`src/design/tfec_defines.svh`:
```
// constants for the transmit fec encoder and interleaver
`ifndef TFEC_DEFINES_SVH
`define TFEC_DEFINES_SVH

`define TFEC_BCH_N 63
`define TFEC_BCH_K 51
`define TFEC_PAR_W 12
`define TFEC_GEN_LOW 12'h539
`define TFEC_DMAX 5
`define TFEC_M_MAX 5
`define TFEC_SPC_DATA 8
`define TFEC_ROWS_MAX 5
`define TFEC_FIFO_DEPTH 4

`endif

```
`src/design/tfec_pkg.sv`:
```
// types for the transmit fec encoder and interleaver
package tfec_pkg;
    typedef enum logic {
        TFEC_FEC_BCH,
        TFEC_FEC_SPC
    } tfec_fec_t;

    typedef enum logic [3:0] {
        TFEC_IDLE,
        TFEC_CALC_MB,
        TFEC_CALC_K,
        TFEC_BCH_MSG,
        TFEC_BCH_PAR,
        TFEC_DRAIN,
        TFEC_SPC_DATA,
        TFEC_SPC_PAR,
        TFEC_FLUSH,
        TFEC_DONE
    } tfec_state_t;
endpackage

```
`src/design/tfec_fifo.sv`:
```
// small synchronous fifo with valid and ready on both sides
module tfec_fifo #(
    parameter int WIDTH = 1,
    parameter int DEPTH = 4
) (
    input wire logic clk_sys_in,
    input wire logic resetn_in,
    input wire logic [WIDTH-1:0] wr_data_in,
    input wire logic wr_valid_in,
    output logic wr_ready_out,
    output logic [WIDTH-1:0] rd_data_out,
    output logic rd_valid_out,
    input wire logic rd_ready_in
);
    localparam int AW = (DEPTH > 1) ? $clog2(DEPTH) : 1;

    if (WIDTH < 1 || DEPTH < 2 || (DEPTH & (DEPTH - 1)) != 0) begin : g_size_check
        $error("tfec_fifo: depth must be a power of two, at least 2");
    end

    logic [WIDTH-1:0] mem [0:DEPTH-1];
    logic [AW:0] wr_ptr;
    logic [AW:0] rd_ptr;
    logic do_wr;
    logic do_rd;
    logic [AW:0] next_wr_ptr;
    logic [AW:0] next_rd_ptr;

    assign next_wr_ptr = wr_ptr + (AW+1)'(do_wr);
    assign next_rd_ptr = rd_ptr + (AW+1)'(do_rd);
    assign rd_valid_out = wr_ptr != rd_ptr;
    assign rd_data_out = mem[rd_ptr[AW-1:0]];
    assign do_wr = wr_valid_in && wr_ready_out;
    assign do_rd = rd_valid_out && rd_ready_in;

    always_ff @(posedge clk_sys_in) begin
        if (do_wr) begin
            mem[wr_ptr[AW-1:0]] <= wr_data_in;
        end
    end

    always_ff @(posedge clk_sys_in) begin
        if (!resetn_in) begin
            wr_ptr <= '0;
            rd_ptr <= '0;
            wr_ready_out <= 1'b1;
        end else begin
            wr_ptr <= next_wr_ptr;
            rd_ptr <= next_rd_ptr;
            // registered flag, so the writer sees no path from the read side
            wr_ready_out <= (next_wr_ptr - next_rd_ptr) != (AW+1)'(DEPTH);
        end
    end
endmodule

```
`src/design/tfec_encoder.sv`:
```
// transmit fec: shortened bch with block interleaver, or (9,8) parity-check over m-bit symbols
//
// What this block does
// - each packet uses exactly one method, bch or parity-check, latched at start
// - the chosen method is driven out for the physical layer header
// - only the bch path goes through the bit interleaver
// - parity-check groups bits into symbols before coding; bch groups after interleaving
// - bch path uses shortened (63,51) code, generator 1+x3+x4+x5+x8+x10+x12
// - parity is remainder of x^12 times message over generator, via lfsr
// - message block count is payload length over 51, rounded up
// - block length k is payload length over block count, rounded up
// - shortening is 51 minus k; coded block length is 63 minus shortening
// - payload is zero padded to block count times k bits
// - each k-bit message block is followed by its 12 parity bits
// - shortening length must lie from 1 to 50
// - every 8 m-bit data symbols gain one parity symbol, nine in all
// - parity symbol is the field sum of the eight data symbols
// - parity-check payload is zero padded up to whole blocks of 8m bits
// - interleaver writes d codewords row-wise, reads column-wise, serial out
// - initial interleaver depth equals symbol size m
// - residual depth, interleave block count and depth limit 5 are derived
// - zero residual: every interleave block has depth d
// - nonzero residual, fewer codewords than d: depth is the residual
// - fits limit: depth d blocks, then one block of d plus residual
// - over limit: depth d blocks, then ceiling and floor halves of d plus residual
// - the output stream is packed into consecutive m-bit symbols
`include "tfec_defines.svh"

module tfec_encoder #(
    parameter int LEN_W = 16
) (
    input wire logic clk_sys_in,
    input wire logic resetn_in,
    input wire logic start_in,
    input wire logic fec_spc_in,
    input wire logic [2:0] sym_size_in,
    input wire logic [LEN_W-1:0] payload_bit_length_in,
    input wire logic bit_in,
    input wire logic bit_valid_in,
    output logic bit_ready_out,
    output logic [`TFEC_M_MAX-1:0] sym_out,
    output logic sym_valid_out,
    input wire logic sym_ready_in,
    output logic hdr_fec_spc_out,
    output logic busy_out,
    output logic done_out,
    output logic cfg_err_out,
    output logic [5:0] short_len_out
);
    if (LEN_W < 7 || LEN_W > 24) begin : g_len_check
        $error("tfec_encoder: LEN_W out of range");
    end

    localparam int MEM_BITS = `TFEC_ROWS_MAX * `TFEC_BCH_N;
    localparam int IDX_W = $clog2(MEM_BITS);

    ////////////////////////////////////////////////////////////////////////
    logic f_data, f_valid, f_ready, f_wr_ready;

    tfec_fifo #(
        .WIDTH(1),
        .DEPTH(`TFEC_FIFO_DEPTH)
    ) u_fifo (
        .clk_sys_in(clk_sys_in),
        .resetn_in(resetn_in),
        .wr_data_in(bit_in),
        .wr_valid_in(bit_valid_in),
        .wr_ready_out(f_wr_ready),
        .rd_data_out(f_data),
        .rd_valid_out(f_valid),
        .rd_ready_in(f_ready)
    );

    ////////////////////////////////////////////////////////////////////////
    tfec_pkg::tfec_state_t st;
    tfec_pkg::tfec_fec_t fec;
    logic [LEN_W-1:0] len, taken, mb, nb, ib, cw_cnt;
    logic [LEN_W+6:0] acc;
    logic [5:0] k, col, rcol, n_len;
    logic [2:0] m_sz, dr, depth, row, rrow, pk_cnt;
    logic [`TFEC_PAR_W-1:0] par;
    logic [3:0] spc_cnt;
    logic [`TFEC_M_MAX-1:0] spc_acc, pk_sh, sym_val;
    logic il_mem [0:MEM_BITS-1];
    logic out_free, need_fifo, adv, cur_bit, push, push_bit, sym_load, pk_full, start_ok;

    assign bit_ready_out = f_wr_ready;
    assign out_free = !sym_valid_out || sym_ready_in;
    assign n_len = k + 6'(`TFEC_PAR_W);
    assign pk_full = pk_cnt == m_sz - 3'd1;
    assign start_ok = sym_size_in != 3'd0 && sym_size_in <= 3'(`TFEC_M_MAX)
        && payload_bit_length_in != '0;

    // depth of interleave block b
    function automatic logic [2:0] blk_depth(input logic [LEN_W-1:0] b);
        logic [3:0] sum;
        sum = {1'b0, m_sz} + {1'b0, dr};
        blk_depth = m_sz;
        if (dr == 3'd0) begin
            blk_depth = m_sz;
        end else if (mb < LEN_W'(m_sz)) begin
            blk_depth = dr;
        end else if (sum <= 4'(`TFEC_DMAX)) begin
            if (b == nb - LEN_W'(2)) begin
                blk_depth = sum[2:0];
            end
        end else if (b == nb - LEN_W'(2)) begin
            blk_depth = 3'((sum + 4'd1) >> 1);
        end else if (b == nb - LEN_W'(1)) begin
            blk_depth = 3'(sum >> 1);
        end
    endfunction

    ////////////////////////////////////////////////////////////////////////
    // bit source: payload from fifo, zeros once the payload is used up
    always_comb begin
        need_fifo = 1'b0;
        if (st == tfec_pkg::TFEC_BCH_MSG || st == tfec_pkg::TFEC_SPC_DATA) begin
            need_fifo = taken < len;
        end
    end

    assign cur_bit = need_fifo ? f_data : 1'b0;

    always_comb begin
        adv = 1'b0;
        unique case (st)
            tfec_pkg::TFEC_BCH_MSG: adv = !need_fifo || f_valid;
            tfec_pkg::TFEC_BCH_PAR: adv = 1'b1;
            tfec_pkg::TFEC_SPC_DATA: adv = out_free && (!need_fifo || f_valid);
            tfec_pkg::TFEC_DRAIN, tfec_pkg::TFEC_SPC_PAR, tfec_pkg::TFEC_FLUSH: adv = out_free;
            default: adv = 1'b0;
        endcase
    end

    assign f_ready = adv && need_fifo;

    ////////////////////////////////////////////////////////////////////////
    // feed to symbol packer and output register
    always_comb begin
        push = 1'b0;
        push_bit = 1'b0;
        sym_load = 1'b0;
        sym_val = pk_sh;
        unique case (st)
            tfec_pkg::TFEC_SPC_DATA: begin
                push = adv;
                push_bit = cur_bit;
            end
            tfec_pkg::TFEC_DRAIN: begin
                push = adv;
                push_bit = il_mem[IDX_W'(rrow) * IDX_W'(`TFEC_BCH_N) + IDX_W'(rcol)];
            end
            tfec_pkg::TFEC_FLUSH: begin
                push = adv && pk_cnt != 3'd0;
            end
            tfec_pkg::TFEC_SPC_PAR: begin
                sym_load = adv;
                sym_val = spc_acc;
            end
            default: push = 1'b0;
        endcase
        if (push && pk_full) begin
            sym_load = 1'b1;
            sym_val[pk_cnt] = push_bit;
        end
    end

    always_ff @(posedge clk_sys_in) begin
        if (!resetn_in || st == tfec_pkg::TFEC_IDLE) begin
            pk_sh <= '0;
            pk_cnt <= 3'd0;
        end else if (push) begin
            if (pk_full) begin
                pk_sh <= '0;
                pk_cnt <= 3'd0;
            end else begin
                pk_sh[pk_cnt] <= push_bit;
                pk_cnt <= pk_cnt + 3'd1;
            end
        end
    end

    always_ff @(posedge clk_sys_in) begin
        if (!resetn_in) begin
            sym_out <= '0;
            sym_valid_out <= 1'b0;
        end else if (sym_load) begin
            sym_out <= sym_val;
            sym_valid_out <= 1'b1;
        end else if (sym_ready_in) begin
            sym_valid_out <= 1'b0;
        end
    end

    // parity-check accumulation per group of eight
    always_ff @(posedge clk_sys_in) begin
        if (!resetn_in || st == tfec_pkg::TFEC_IDLE) begin
            spc_acc <= '0;
            spc_cnt <= 4'd0;
        end else if (st == tfec_pkg::TFEC_SPC_PAR && adv) begin
            spc_acc <= '0;
            spc_cnt <= 4'd0;
        end else if (st == tfec_pkg::TFEC_SPC_DATA && sym_load) begin
            spc_acc <= spc_acc ^ sym_val;
            spc_cnt <= spc_cnt + 4'd1;
        end
    end

    ////////////////////////////////////////////////////////////////////////
    // bch lfsr and interleaver array
    always_ff @(posedge clk_sys_in) begin
        if (!resetn_in || st == tfec_pkg::TFEC_IDLE) begin
            par <= '0;
        end else if (st == tfec_pkg::TFEC_BCH_MSG && adv) begin
            // feedback form divides x^12 m(x) by the generator
            if (cur_bit ^ par[`TFEC_PAR_W-1]) begin
                par <= {par[`TFEC_PAR_W-2:0], 1'b0} ^ `TFEC_GEN_LOW;
            end else begin
                par <= {par[`TFEC_PAR_W-2:0], 1'b0};
            end
        end else if (st == tfec_pkg::TFEC_BCH_PAR) begin
            par <= {par[`TFEC_PAR_W-2:0], 1'b0};
        end
    end

    always_ff @(posedge clk_sys_in) begin
        if (st == tfec_pkg::TFEC_BCH_MSG && adv) begin
            il_mem[IDX_W'(row) * IDX_W'(`TFEC_BCH_N) + IDX_W'(col)] <= cur_bit;
        end else if (st == tfec_pkg::TFEC_BCH_PAR) begin
            il_mem[IDX_W'(row) * IDX_W'(`TFEC_BCH_N) + IDX_W'(col)] <= par[`TFEC_PAR_W-1];
        end
    end

    ////////////////////////////////////////////////////////////////////////
    // packet sequencer
    always_ff @(posedge clk_sys_in) begin
        if (!resetn_in) begin
            st <= tfec_pkg::TFEC_IDLE;
            fec <= tfec_pkg::TFEC_FEC_BCH;
            m_sz <= 3'd1;
            len <= '0;
            taken <= '0;
            mb <= '0;
            nb <= '0;
            ib <= '0;
            cw_cnt <= '0;
            acc <= '0;
            k <= 6'd0;
            dr <= 3'd0;
            depth <= 3'd1;
            row <= 3'd0;
            col <= 6'd0;
            rrow <= 3'd0;
            rcol <= 6'd0;
        end else begin
            if (f_ready) begin
                taken <= taken + LEN_W'(1);
            end
            unique case (st)
                tfec_pkg::TFEC_IDLE: begin
                    taken <= '0;
                    mb <= '0;
                    nb <= '0;
                    ib <= '0;
                    cw_cnt <= '0;
                    acc <= '0;
                    k <= 6'd0;
                    dr <= 3'd0;
                    row <= 3'd0;
                    col <= 6'd0;
                    if (start_in && start_ok) begin
                        fec <= fec_spc_in ? tfec_pkg::TFEC_FEC_SPC : tfec_pkg::TFEC_FEC_BCH;
                        m_sz <= sym_size_in;
                        len <= payload_bit_length_in;
                        st <= fec_spc_in ? tfec_pkg::TFEC_SPC_DATA : tfec_pkg::TFEC_CALC_MB;
                    end
                end
                tfec_pkg::TFEC_CALC_MB: begin
                    if (acc >= (LEN_W+7)'(len)) begin
                        acc <= '0;
                        st <= tfec_pkg::TFEC_CALC_K;
                    end else begin
                        acc <= acc + (LEN_W+7)'(`TFEC_BCH_K);
                        mb <= mb + LEN_W'(1);
                        if (dr == 3'd0) begin
                            nb <= nb + LEN_W'(1);
                        end
                        dr <= (dr == m_sz - 3'd1) ? 3'd0 : dr + 3'd1;
                    end
                end
                tfec_pkg::TFEC_CALC_K: begin
                    if (acc >= (LEN_W+7)'(len)) begin
                        depth <= blk_depth('0);
                        st <= tfec_pkg::TFEC_BCH_MSG;
                    end else begin
                        acc <= acc + (LEN_W+7)'(mb);
                        k <= k + 6'd1;
                    end
                end
                tfec_pkg::TFEC_BCH_MSG: begin
                    if (adv) begin
                        col <= col + 6'd1;
                        if (col == k - 6'd1) begin
                            st <= tfec_pkg::TFEC_BCH_PAR;
                        end
                    end
                end
                tfec_pkg::TFEC_BCH_PAR: begin
                    if (col == n_len - 6'd1) begin
                        col <= 6'd0;
                        cw_cnt <= cw_cnt + LEN_W'(1);
                        if (row == depth - 3'd1 || cw_cnt + LEN_W'(1) == mb) begin
                            rrow <= 3'd0;
                            rcol <= 6'd0;
                            st <= tfec_pkg::TFEC_DRAIN;
                        end else begin
                            row <= row + 3'd1;
                            st <= tfec_pkg::TFEC_BCH_MSG;
                        end
                    end else begin
                        col <= col + 6'd1;
                    end
                end
                tfec_pkg::TFEC_DRAIN: begin
                    if (adv) begin
                        // column-major read of the filled rows
                        if (rrow == row) begin
                            rrow <= 3'd0;
                            rcol <= rcol + 6'd1;
                            if (rcol == n_len - 6'd1) begin
                                row <= 3'd0;
                                ib <= ib + LEN_W'(1);
                                depth <= blk_depth(ib + LEN_W'(1));
                                st <= (cw_cnt == mb) ? tfec_pkg::TFEC_FLUSH : tfec_pkg::TFEC_BCH_MSG;
                            end
                        end else begin
                            rrow <= rrow + 3'd1;
                        end
                    end
                end
                tfec_pkg::TFEC_SPC_DATA: begin
                    if (sym_load && spc_cnt == 4'(`TFEC_SPC_DATA - 1)) begin
                        st <= tfec_pkg::TFEC_SPC_PAR;
                    end
                end
                tfec_pkg::TFEC_SPC_PAR: begin
                    if (adv) begin
                        st <= (taken >= len) ? tfec_pkg::TFEC_DONE : tfec_pkg::TFEC_SPC_DATA;
                    end
                end
                tfec_pkg::TFEC_FLUSH: begin
                    // a bch stream that is not a whole number of symbols ends zero filled
                    if (adv && (pk_cnt == 3'd0 || pk_full)) begin
                        st <= tfec_pkg::TFEC_DONE;
                    end
                end
                tfec_pkg::TFEC_DONE: begin
                    st <= tfec_pkg::TFEC_IDLE;
                end
                default: st <= tfec_pkg::TFEC_IDLE;
            endcase
        end
    end

    ////////////////////////////////////////////////////////////////////////
    // status outputs
    always_ff @(posedge clk_sys_in) begin
        if (!resetn_in) begin
            hdr_fec_spc_out <= 1'b0;
            busy_out <= 1'b0;
            done_out <= 1'b0;
        end else begin
            if (st == tfec_pkg::TFEC_IDLE && start_in && start_ok) begin
                hdr_fec_spc_out <= fec_spc_in;
            end
            busy_out <= st != tfec_pkg::TFEC_IDLE && st != tfec_pkg::TFEC_DONE;
            done_out <= st == tfec_pkg::TFEC_DONE;
        end
    end

    always_ff @(posedge clk_sys_in) begin
        if (!resetn_in) begin
            cfg_err_out <= 1'b0;
            short_len_out <= 6'd0;
        end else if (st == tfec_pkg::TFEC_IDLE && start_in) begin
            cfg_err_out <= !start_ok;
            short_len_out <= 6'd0;
        end else if (st == tfec_pkg::TFEC_CALC_K && acc >= (LEN_W+7)'(len)) begin
            short_len_out <= 6'(`TFEC_BCH_K) - k;
            // unshortened block (k of 51) lies outside the permitted range
            cfg_err_out <= k == 6'(`TFEC_BCH_K) || k == 6'd0;
        end
    end
endmodule

```
`config.mk`:
```
export PLATFORM = sky130hd
export DESIGN_NAME = tfec_encoder
export DESIGN_NICKNAME = d
export VERILOG_FILES = /design/src/design/tfec_pkg.sv /design/src/design/tfec_fifo.sv /design/src/design/tfec_encoder.sv
export VERILOG_INCLUDE_DIRS = /design/src /design/src/design
export SDC_FILE = /design/constraint.sdc
export NUM_CORES = 1
export LEC_CHECK = 0
export BUFFER_PORTS_ARGS = -buffer_cell sky130_fd_sc_hd__buf_2
export CORE_MARGIN = 2
export CORE_UTILIZATION = 30
export CTS_CLUSTER_SIZE = 30
export DETAILED_ROUTE_END_ITERATION = 6
export GPL_ROUTABILITY_DRIVEN = 0
export GPL_TIMING_DRIVEN = 0
export PLACE_DENSITY = 0.52
export SLEW_MARGIN = 15
export SYNTH_ARGS = -nofsm -noshare
export SYNTH_HDL_FRONTEND = slang
export SYNTH_SLANG_ARGS = --single-unit
```
`constraint.sdc`:
```
create_clock -name clk_sys_in -period 6.6 [get_ports clk_sys_in]
set_clock_uncertainty 0.15 [all_clocks]
set_input_delay 0.99 -clock clk_sys_in [delete_from_list [all_inputs] [get_ports clk_sys_in]]
set_output_delay 0.99 -clock clk_sys_in [all_outputs]
set_load 0.02 [all_outputs]
```
After elaboration in Yosys (flattened, before gate mapping)

Memories as Yosys holds them, arrays and structs flattened. A register that Yosys moved wholly into a read port is not among the register bits.
Index checks and enable logic that the tools add are counted.

Flip-flop bits (word level): 208
RAM bits: 319
Bits of input ports: 26
Output and inout port bits: 17
Word-level logic and storage cells: 293
Memories: 2

Memories:

| memory     | depth | width | rd ports | clocked after Yosys merged registers in | write ports | RTL line           | text |
|---|---|---|---|---|---|---|---|
| il_mem     | 315   | 1     | 1        | 0                                       | 1           | tfec_encoder.sv:84 | `logic il_mem [0:MEM_BITS-1];` |
| u_fifo.mem | 4     | 1     | 1        | 1                                       | 1           | tfec_fifo.sv:21    | `logic [WIDTH-1:0] mem [0:DEPTH-1];` |

Add/sub/neg operators: 30
Multipliers: 2
Order comparisons: 8
Equal/unequal tests: 42
Mux-type cells: 103
Bitwise operators: 5
Reduce and logical (&&, ||, !) cells: 70

Operators by type and width:

| kind                                                               | number |
|---|---|
| 16-bit one-hot mux with 2 select lines                             | 4 |
| 16-bit 2-to-1 mux                                                  | 7 |
| 3-bit 2-to-1 mux                                                   | 30 |
| 16-bit by 1-bit adder with 16-bit output, second input constant    | 5 |
| 23-bit one-hot mux with 3 select lines                             | 1 |
| 16-bit == test                                                     | 4 |
| 4-bit 2-to-1 mux                                                   | 14 |
| 23-bit 2-to-1 mux                                                  | 2 |
| 6-bit 2-to-1 mux                                                   | 7 |
| 4-bit one-hot mux with 9 select lines                              | 1 |
| 16-bit zero test                                                   | 2 |
| 2-bit != test, second input constant                               | 13 |
| 12-bit 2-to-1 mux                                                  | 2 |
| 6-bit one-hot mux with 2 select lines                              | 2 |
| 23-bit by 16-bit adder with 23-bit output                          | 1 |
| 23-bit by 6-bit adder with 23-bit output, second input constant    | 1 |
| 23-bit by 16-bit >= comparator with 1-bit output                   | 1 |
| 4-bit by 3-bit == test with 1-bit output, second input constant    | 5 |
| 1-bit logical AND                                                  | 19 |
| 6-bit by 1-bit adder with 6-bit output, second input constant      | 3 |
| 9-bit by 6-bit adder with 9-bit output                             | 2 |
| 6-bit == test                                                      | 3 |
| 3-bit by 6-bit multiplier with 9-bit output, second input constant | 2 |
| 3-bit one-hot mux with 2 select lines                              | 3 |
| other kinds (59)                                                   | 126 |

Logic depth before layout (Yosys ltp)

Depth in word-level cells: 14
Gate-level depth with buffers: 19

Hierarchy

From an unflattened synthesis, not the netlist that was laid out.

Cells, all modules: 2831
Area total of the unflattened synthesis: 29171.7 um^2

Modules (own cells, without submodules):

| module       | times used | cells an instance | area each (um^2) | sequential area each (um^2) |
|---|---|---|---|---|
| tfec_encoder | 1          | 2789              | 28636.2          | 13482.9 |
| tfec_fifo    | 1          | 42                | 535.5            | 260.2 |

Least setup slack after synthesis

No wires, ideal clock.

Path type: register to register
From: reg len[10]
To: mem il_mem[0], data pin
Setup time: 0.966 ns
Arrival: 5.512 ns
Required time: 5.484 ns
Slack: -0.029 ns
Stages on the path, launching flop included: 10
Cell sequence: dfxtp_1 > inv_1 > ha_1 > and3_1 > a221o_1 > a21oi_1 > o21ai_1 > nand3b_1 > nand2b_1 > nand2_1

Longest elaborated chain between the ends: 10

RTL lines:

| item                                  | RTL line                                 | text |
|---|---|---|
| start, declared                       | tfec_encoder.sv:77                       | `logic [LEN_W-1:0] len, taken, mb, nb, ib, cw_cnt;` |
| start signal, assigned                | tfec_encoder.sv:275                      | `len <= payload_bit_length_in;` |
| 16-bit less-than comparator *         | tfec_encoder.sv:119                      | `need_fifo = taken < len;` |
| 1-bit 2-to-1 mux *                    | tfec_encoder.sv:118                      | `if (st == tfec_pkg::TFEC_BCH_MSG \|\| st == tfec_pkg::TFEC_SPC_DATA) begin` |
| 1-bit zero test                       | tfec_encoder.sv:128, tfec_encoder.sv:130 |  |
| 1-bit logical OR                      | tfec_encoder.sv:128, tfec_encoder.sv:130 |  |
| 1-bit logical AND                     | tfec_encoder.sv:130                      | `tfec_pkg::TFEC_SPC_DATA: adv = out_free && (!need_fifo \|\| f_valid);` |
| 1-bit one-hot mux with 4 select lines | tfec_encoder.sv:127                      | `unique case (st)` |
| 1-bit logical AND                     | tfec_encoder.sv:228                      | `if (st == tfec_pkg::TFEC_BCH_MSG && adv) begin` |
| 1-bit 2-to-1 mux                      | tfec_encoder.sv:228                      |  |
| 1-bit 2-to-1 mux                      | tfec_encoder.sv:231                      | `` il_mem[IDX_W'(row) * IDX_W'(`TFEC_BCH_N) + IDX_W'(col)] <= par[`TFEC_PAR_W-1]; `` |
| 1-bit 2-to-1 mux (no source line) *   | -                                        |  |
| end, declared                         | tfec_encoder.sv:84                       |  |

Every way passes the cells marked *; elsewhere a longest branch is shown, timed or not.

Final worst setup path

From: reg rrow[0]
To: reg spc_acc[1]

Longest elaborated chain between the ends: 7

RTL lines:

| item                                        | RTL line            | text |
|---|---|---|
| start, declared                             | tfec_encoder.sv:80  | `logic [2:0] m_sz, dr, depth, row, rrow, pk_cnt;` |
| start signal, assigned                      | tfec_encoder.sv:338 | `rrow <= rrow + 3'd1;` |
| 3-bit by 6-bit multiplier with 9-bit output | tfec_encoder.sv:152 | `` push_bit = il_mem[IDX_W'(rrow) * IDX_W'(`TFEC_BCH_N) + IDX_W'(rcol)]; `` |
| 9-bit by 6-bit adder with 9-bit output      | tfec_encoder.sv:152 |  |
| memory 315 x 1 bit                          | -                   |  |
| 1-bit one-hot mux with 2 select lines       | tfec_encoder.sv:145 | `unique case (st)` |
| 5-bit bitwise mux                           | tfec_encoder.sv:165 | `sym_val[pk_cnt] = push_bit;` |
| 5-bit 2-to-1 mux                            | tfec_encoder.sv:163 | `if (push && pk_full) begin` |
| 5-bit XOR                                   | tfec_encoder.sv:205 | `spc_acc <= spc_acc ^ sym_val;` |
| end signal, assigned                        | tfec_encoder.sv:205 |  |
| end, declared                               | tfec_encoder.sv:83  | `` logic [`TFEC_M_MAX-1:0] spc_acc, pk_sh, sym_val; `` |

No other way between the ends.
A chain may end at the register's enable or synchronous reset.

==> results.tsv <==
stage	metric	value	unit
pwr	maximum vdd ir drop	0.2090	mV
setup_path	Setup crit start	rrow[0]	
pwr	Internal	5829	µW
sta	Hold Fails Final Rpt	0	
clock_tree	Root Driver	clkbuf_16	
logic_synthesis	Async SR Flop Fraction	0	%
pwr	register share of total power	42.0	%
global_route	initial antenna violation count	1	
global_route	Total Routing Usage GR	17.07	%
setup_path	CP Data Arrival Time	6780	ps
logic_synthesis	post-synthesis mux area share	9.099	%
clock_tree	htree depth	2	
global_route	largest net degree at the start of global routing	128	
setup_path	Worst setup SP type	flop	
drt	detailed-route wire length	86.02	mm
run	total of max-cap violations	0	
pwr	combinational share of power	21.0	%
drt	DRT antenna net count	0	
drt	met2 routed WL	40.96	mm
sta	Worst Slack Setup Final	218.9	ps
sta	final worst-path cycle share	96.68	%
finish	layout cells sized above 1	9.205	%
drt	DRC Markers	0	
hold_path	HP Start	short_len_out[5]	
sta	Slew HR	17.26	%
logic_synthesis	Post-synth EDFFs	319	
placement	dpl ws	-556.8	ps
floorplan	Die W	316.4	µm
floorplan	core area	96710	µm²
floorplan	die height	316.4	µm
hold_path	worst min-delay path class	flop to flop	
clock_tree	total CTS buffers	56	
logic_synthesis	Mapped Area	29280	µm²
clock_tree	post-CTS setup buffer count	0	
global_route	grt total ovfl	0	
floorplan	starting density of the core	30.27	%
sta	final count of negative-setup-slack endpoints	0	
pwr	sw power	2809	µW
setup_path	crit-path cells	fa_1 -> inv_1 -> fa_1 -> fa_1 -> clkbuf_4 -> clkbuf_4 -> clkbuf_2 -> mux4_2 -> mux2i_1 -> mux2i_1 -> o211a_1 -> a211oi_1 -> a21oi_1 -> buf_2 -> o2111a_1 -> or3_1	
logic_synthesis	FF+latch count, synth	527	
logic_synthesis	register area share after synthesis	46.94	%
logic_synthesis	Adder-Cell Fraction of Synth Area	5.966	%
drt	DR top layer	met4	
clock_tree	CTS Hold Bufs	0	
sta	RSZ-0062 raised after global routing	no	
clock_tree	sinks on the clock net	527	
setup_path	Crit Path Class	flop to flop	
logic_synthesis	Yosys Warn Count	0	
floorplan	IO Count	43	
outcome	outcome	finished, final reports clean	
logic_synthesis	Top FF cell, synth	edfxtp_1	
finish	Area Overhead vs Synth	12.86	%
finish	number of diodes	0	
setup_path	CP most frequent cell	fa_1	
clock_tree	CTS Buffer Depth	3	
drt	vias per cell	5.150	
setup_path	crit-path max cell delay	800	ps
logic_synthesis	Synth cell types	84	
setup_path	Reg2Reg Launch Point	rrow[0]	
pwr	Tot Pwr	8638	µW
finish	non-filler cells in the finished layout	4307	
sta	f_max	156.7	MHz
setup_path	delay-heaviest family, CP	adder cells	
finish	final net count	3141	
logic_synthesis	largest area contributor in the netlist	edfxtp_1	
drt	WL/cell	19.97	µm
logic_synthesis	largest family of logic cells by synthesized area	simple AND/OR/NAND/NOR gates	
logic_synthesis	Synth Area in Compound Gates	9.740	%
floorplan	die footprint	100100	µm²
logic_synthesis	syn_area_per_cell	10.15	µm²
finish	filler instances	9994	
clock_tree	CTS tree	yes	
setup_path	Buf/Inv on CP	5	
global_route	first-pass GRT wire length	131.7	mm
drt	Pre-antenna DRT Iters	5	
placement	I/O Buffers	41	
drt	Vias	22183	
setup_path	CP max-delay cell	fa_1	
logic_synthesis	net count after synthesis	3039	
setup_path	flop2flop setup slack	220	ps
drt	Initial DRC Count	1961	
pwr	Leakage	0.01103	µW
logic_synthesis	Synth Area in XOR/XNOR	6.205	%
sta	Slew Viols, Final	0	
logic_synthesis	top cells by area, synth	edfxtp_1, dfxtp_1, nor2_1	
clock_tree	Worst-path clk slew	60	ps
placement	DP HPWL	60.57	mm
pwr	Switching Share	32.52	%
drt	met3 WL	4.115	mm
clock_tree	clk_lat worst skew	670	ps
sta	Slew @ Worst Pin	1239	ps
pwr	Pwr Density	261.4	nW/µm²
logic_synthesis	Post-Synthesis Cells	2883	
setup_path	critical path fanouts, max	10	
logic_synthesis	Yosys top cell area share	32.72	%
drt	M1 wire length	38.83	mm
placement	# placed instances	4204	
setup_path	Crit. End Element	flop	
sta	Tmin final	6381	ps
setup_path	WP data required	7000	ps
pwr	Clock power frac	37.1	%
global_route	vias in the first global route	21639	
floorplan	# rows	114	
logic_synthesis	post-synthesis simple-gate area fraction	18.64	%
==> stage by stage <==
stage	cell area, µm²	hold slack [ps]	util, %	setup TNS, ps
after floorplan	29280	280.2	-	0
after global placement	31080	294.5	32.14	-270730
after detailed placement	31190	295.7	32.26	-5980
after CTS	33020	311.2	34.15	0
after global routing	33040	338.9	34.17	0
final	33040	307.2	34.17	0
==> metal layers <==
layer / global-route usage [%] / up-vias
met2: 28.81 / 508
met3: 2.413 / 120
met4: 4.588 / 0
met1: 22.90 / 10938
met5: 0 / -
li1: - / 10617
==> state kept, by name, summed over array words and instances (netlist names), 6 cells and up <==
register and cells:
ib 16, len 16, acc 23, il_mem 315, rcol 6, short_len_out 6, k 6, taken 16
cw_cnt 16, mb 16, nb 16, par 12, col 6
==> path summary, 6_finish.rpt <==
kind,cells after the start,endpoint
setup reg to reg,16,spc_acc[1]
hold / removal,2,short_len_out[5]
hold reg to reg,2,short_len_out[5]
setup / recovery,16,spc_acc[1]
==> layout by cell type, fill, tap and decap left out, types with 22 or more instances in the layout <==
cell,count
nor2_1,549
edfxtp_1,319
dfxtp_1,208
nand2_1,204
clkbuf_1,142
a21oi_1,116
xnor2_1,115
ha_1,114
o21ai_0,104
inv_1,92
mux4_2,90
xor2_1,86
nand3_1,70
nor3_1,62
mux2i_1,58
clkbuf_16,56
buf_2,55
nand4_1,49
and3_1,35
nor4_1,30
nor2b_1,26
or3_1,23
nand2b_1,22
and2_1,22
==> power groups by stage <==
stage                     sequential, µW  combinational [µW]  clock [µW]
final                               3620                1810        3200
after CTS                           3620                1810        3290
after global placement              3710                1780           0
after floorplan                     3690                1130           0
after detailed placement            3690                1800           0
after global routing                3630                1980        3410
==> layout make-up <==
cell class | instances | area (µm²) | area share, %
multi-input cells | 2101 | 14590 | 44.15
flip-flops and latches | 527 | 13740 | 41.59
well taps | 1276 | 1597 | 4.832
clock buffers | 74 | 1529 | 4.627
plain buffers | 161 | 655.6 | 1.984
inverters | 93 | 349.1 | 1.056
clock inverters | 30 | 300.3 | 0.9088
repair buffers | 45 | 279.0 | 0.8444
==> synthesized netlist by cell type, types with 11 or more instances <==
| master | count |
|---|---|
| a211oi_1 | 18 |
| a21o_1 | 19 |
| a21oi_1 | 116 |
| a22oi_1 | 18 |
| and2_1 | 22 |
| and3_1 | 35 |
| buf_2 | 15 |
| clkbuf_1 | 133 |
| dfxtp_1 | 208 |
| edfxtp_1 | 319 |
| fa_1 | 16 |
| ha_1 | 114 |
| inv_1 | 92 |
| mux2i_1 | 58 |
| mux4_2 | 90 |
| nand2_1 | 205 |
| nand2b_1 | 22 |
| nand3_1 | 70 |
| nand3b_1 | 13 |
| nand4_1 | 49 |
| nor2_1 | 549 |
| nor2b_1 | 26 |
| nor3_1 | 63 |
| nor3b_1 | 21 |
| nor4_1 | 31 |
| o211ai_1 | 14 |
| o21a_1 | 19 |
| o21ai_0 | 104 |
| or2_2 | 11 |
| or3_1 | 23 |
| or4_1 | 11 |
| xnor2_1 | 116 |
| xor2_1 | 87 |
==> timing repair <==
| action | CTS | global route |
|---|---|---|
| hold endpoints to repair | 0 | 0 |
| endpoints found under the setup margin | 15 | 11 |
| resized for setup | 6 | 6 |
==> logic make-up after synthesis <==
family	Yosys count
multiplexers	153
XOR/XNOR	205
flip-flops	527
buffers and inverters	255
AND/OR/NAND/NOR	1177
AO/OA/AOI/OAI	436
adder cells (fa/ha/maj)	130
==> worst reg2reg max path, cell delays in order (launching register included) <==
cell	delay, ps
dfxtp_1	400
fa_1	710
inv_1	90
fa_1	530
fa_1	800
clkbuf_4	360
clkbuf_4	360
clkbuf_2	400
mux4_2	380
mux2i_1	200
mux2i_1	140
o211a_1	240
a211oi_1	380
a21oi_1	280
buf_2	250
o2111a_1	250
or3_1	360
Note: power is estimated with default switching activity, not from simulation.
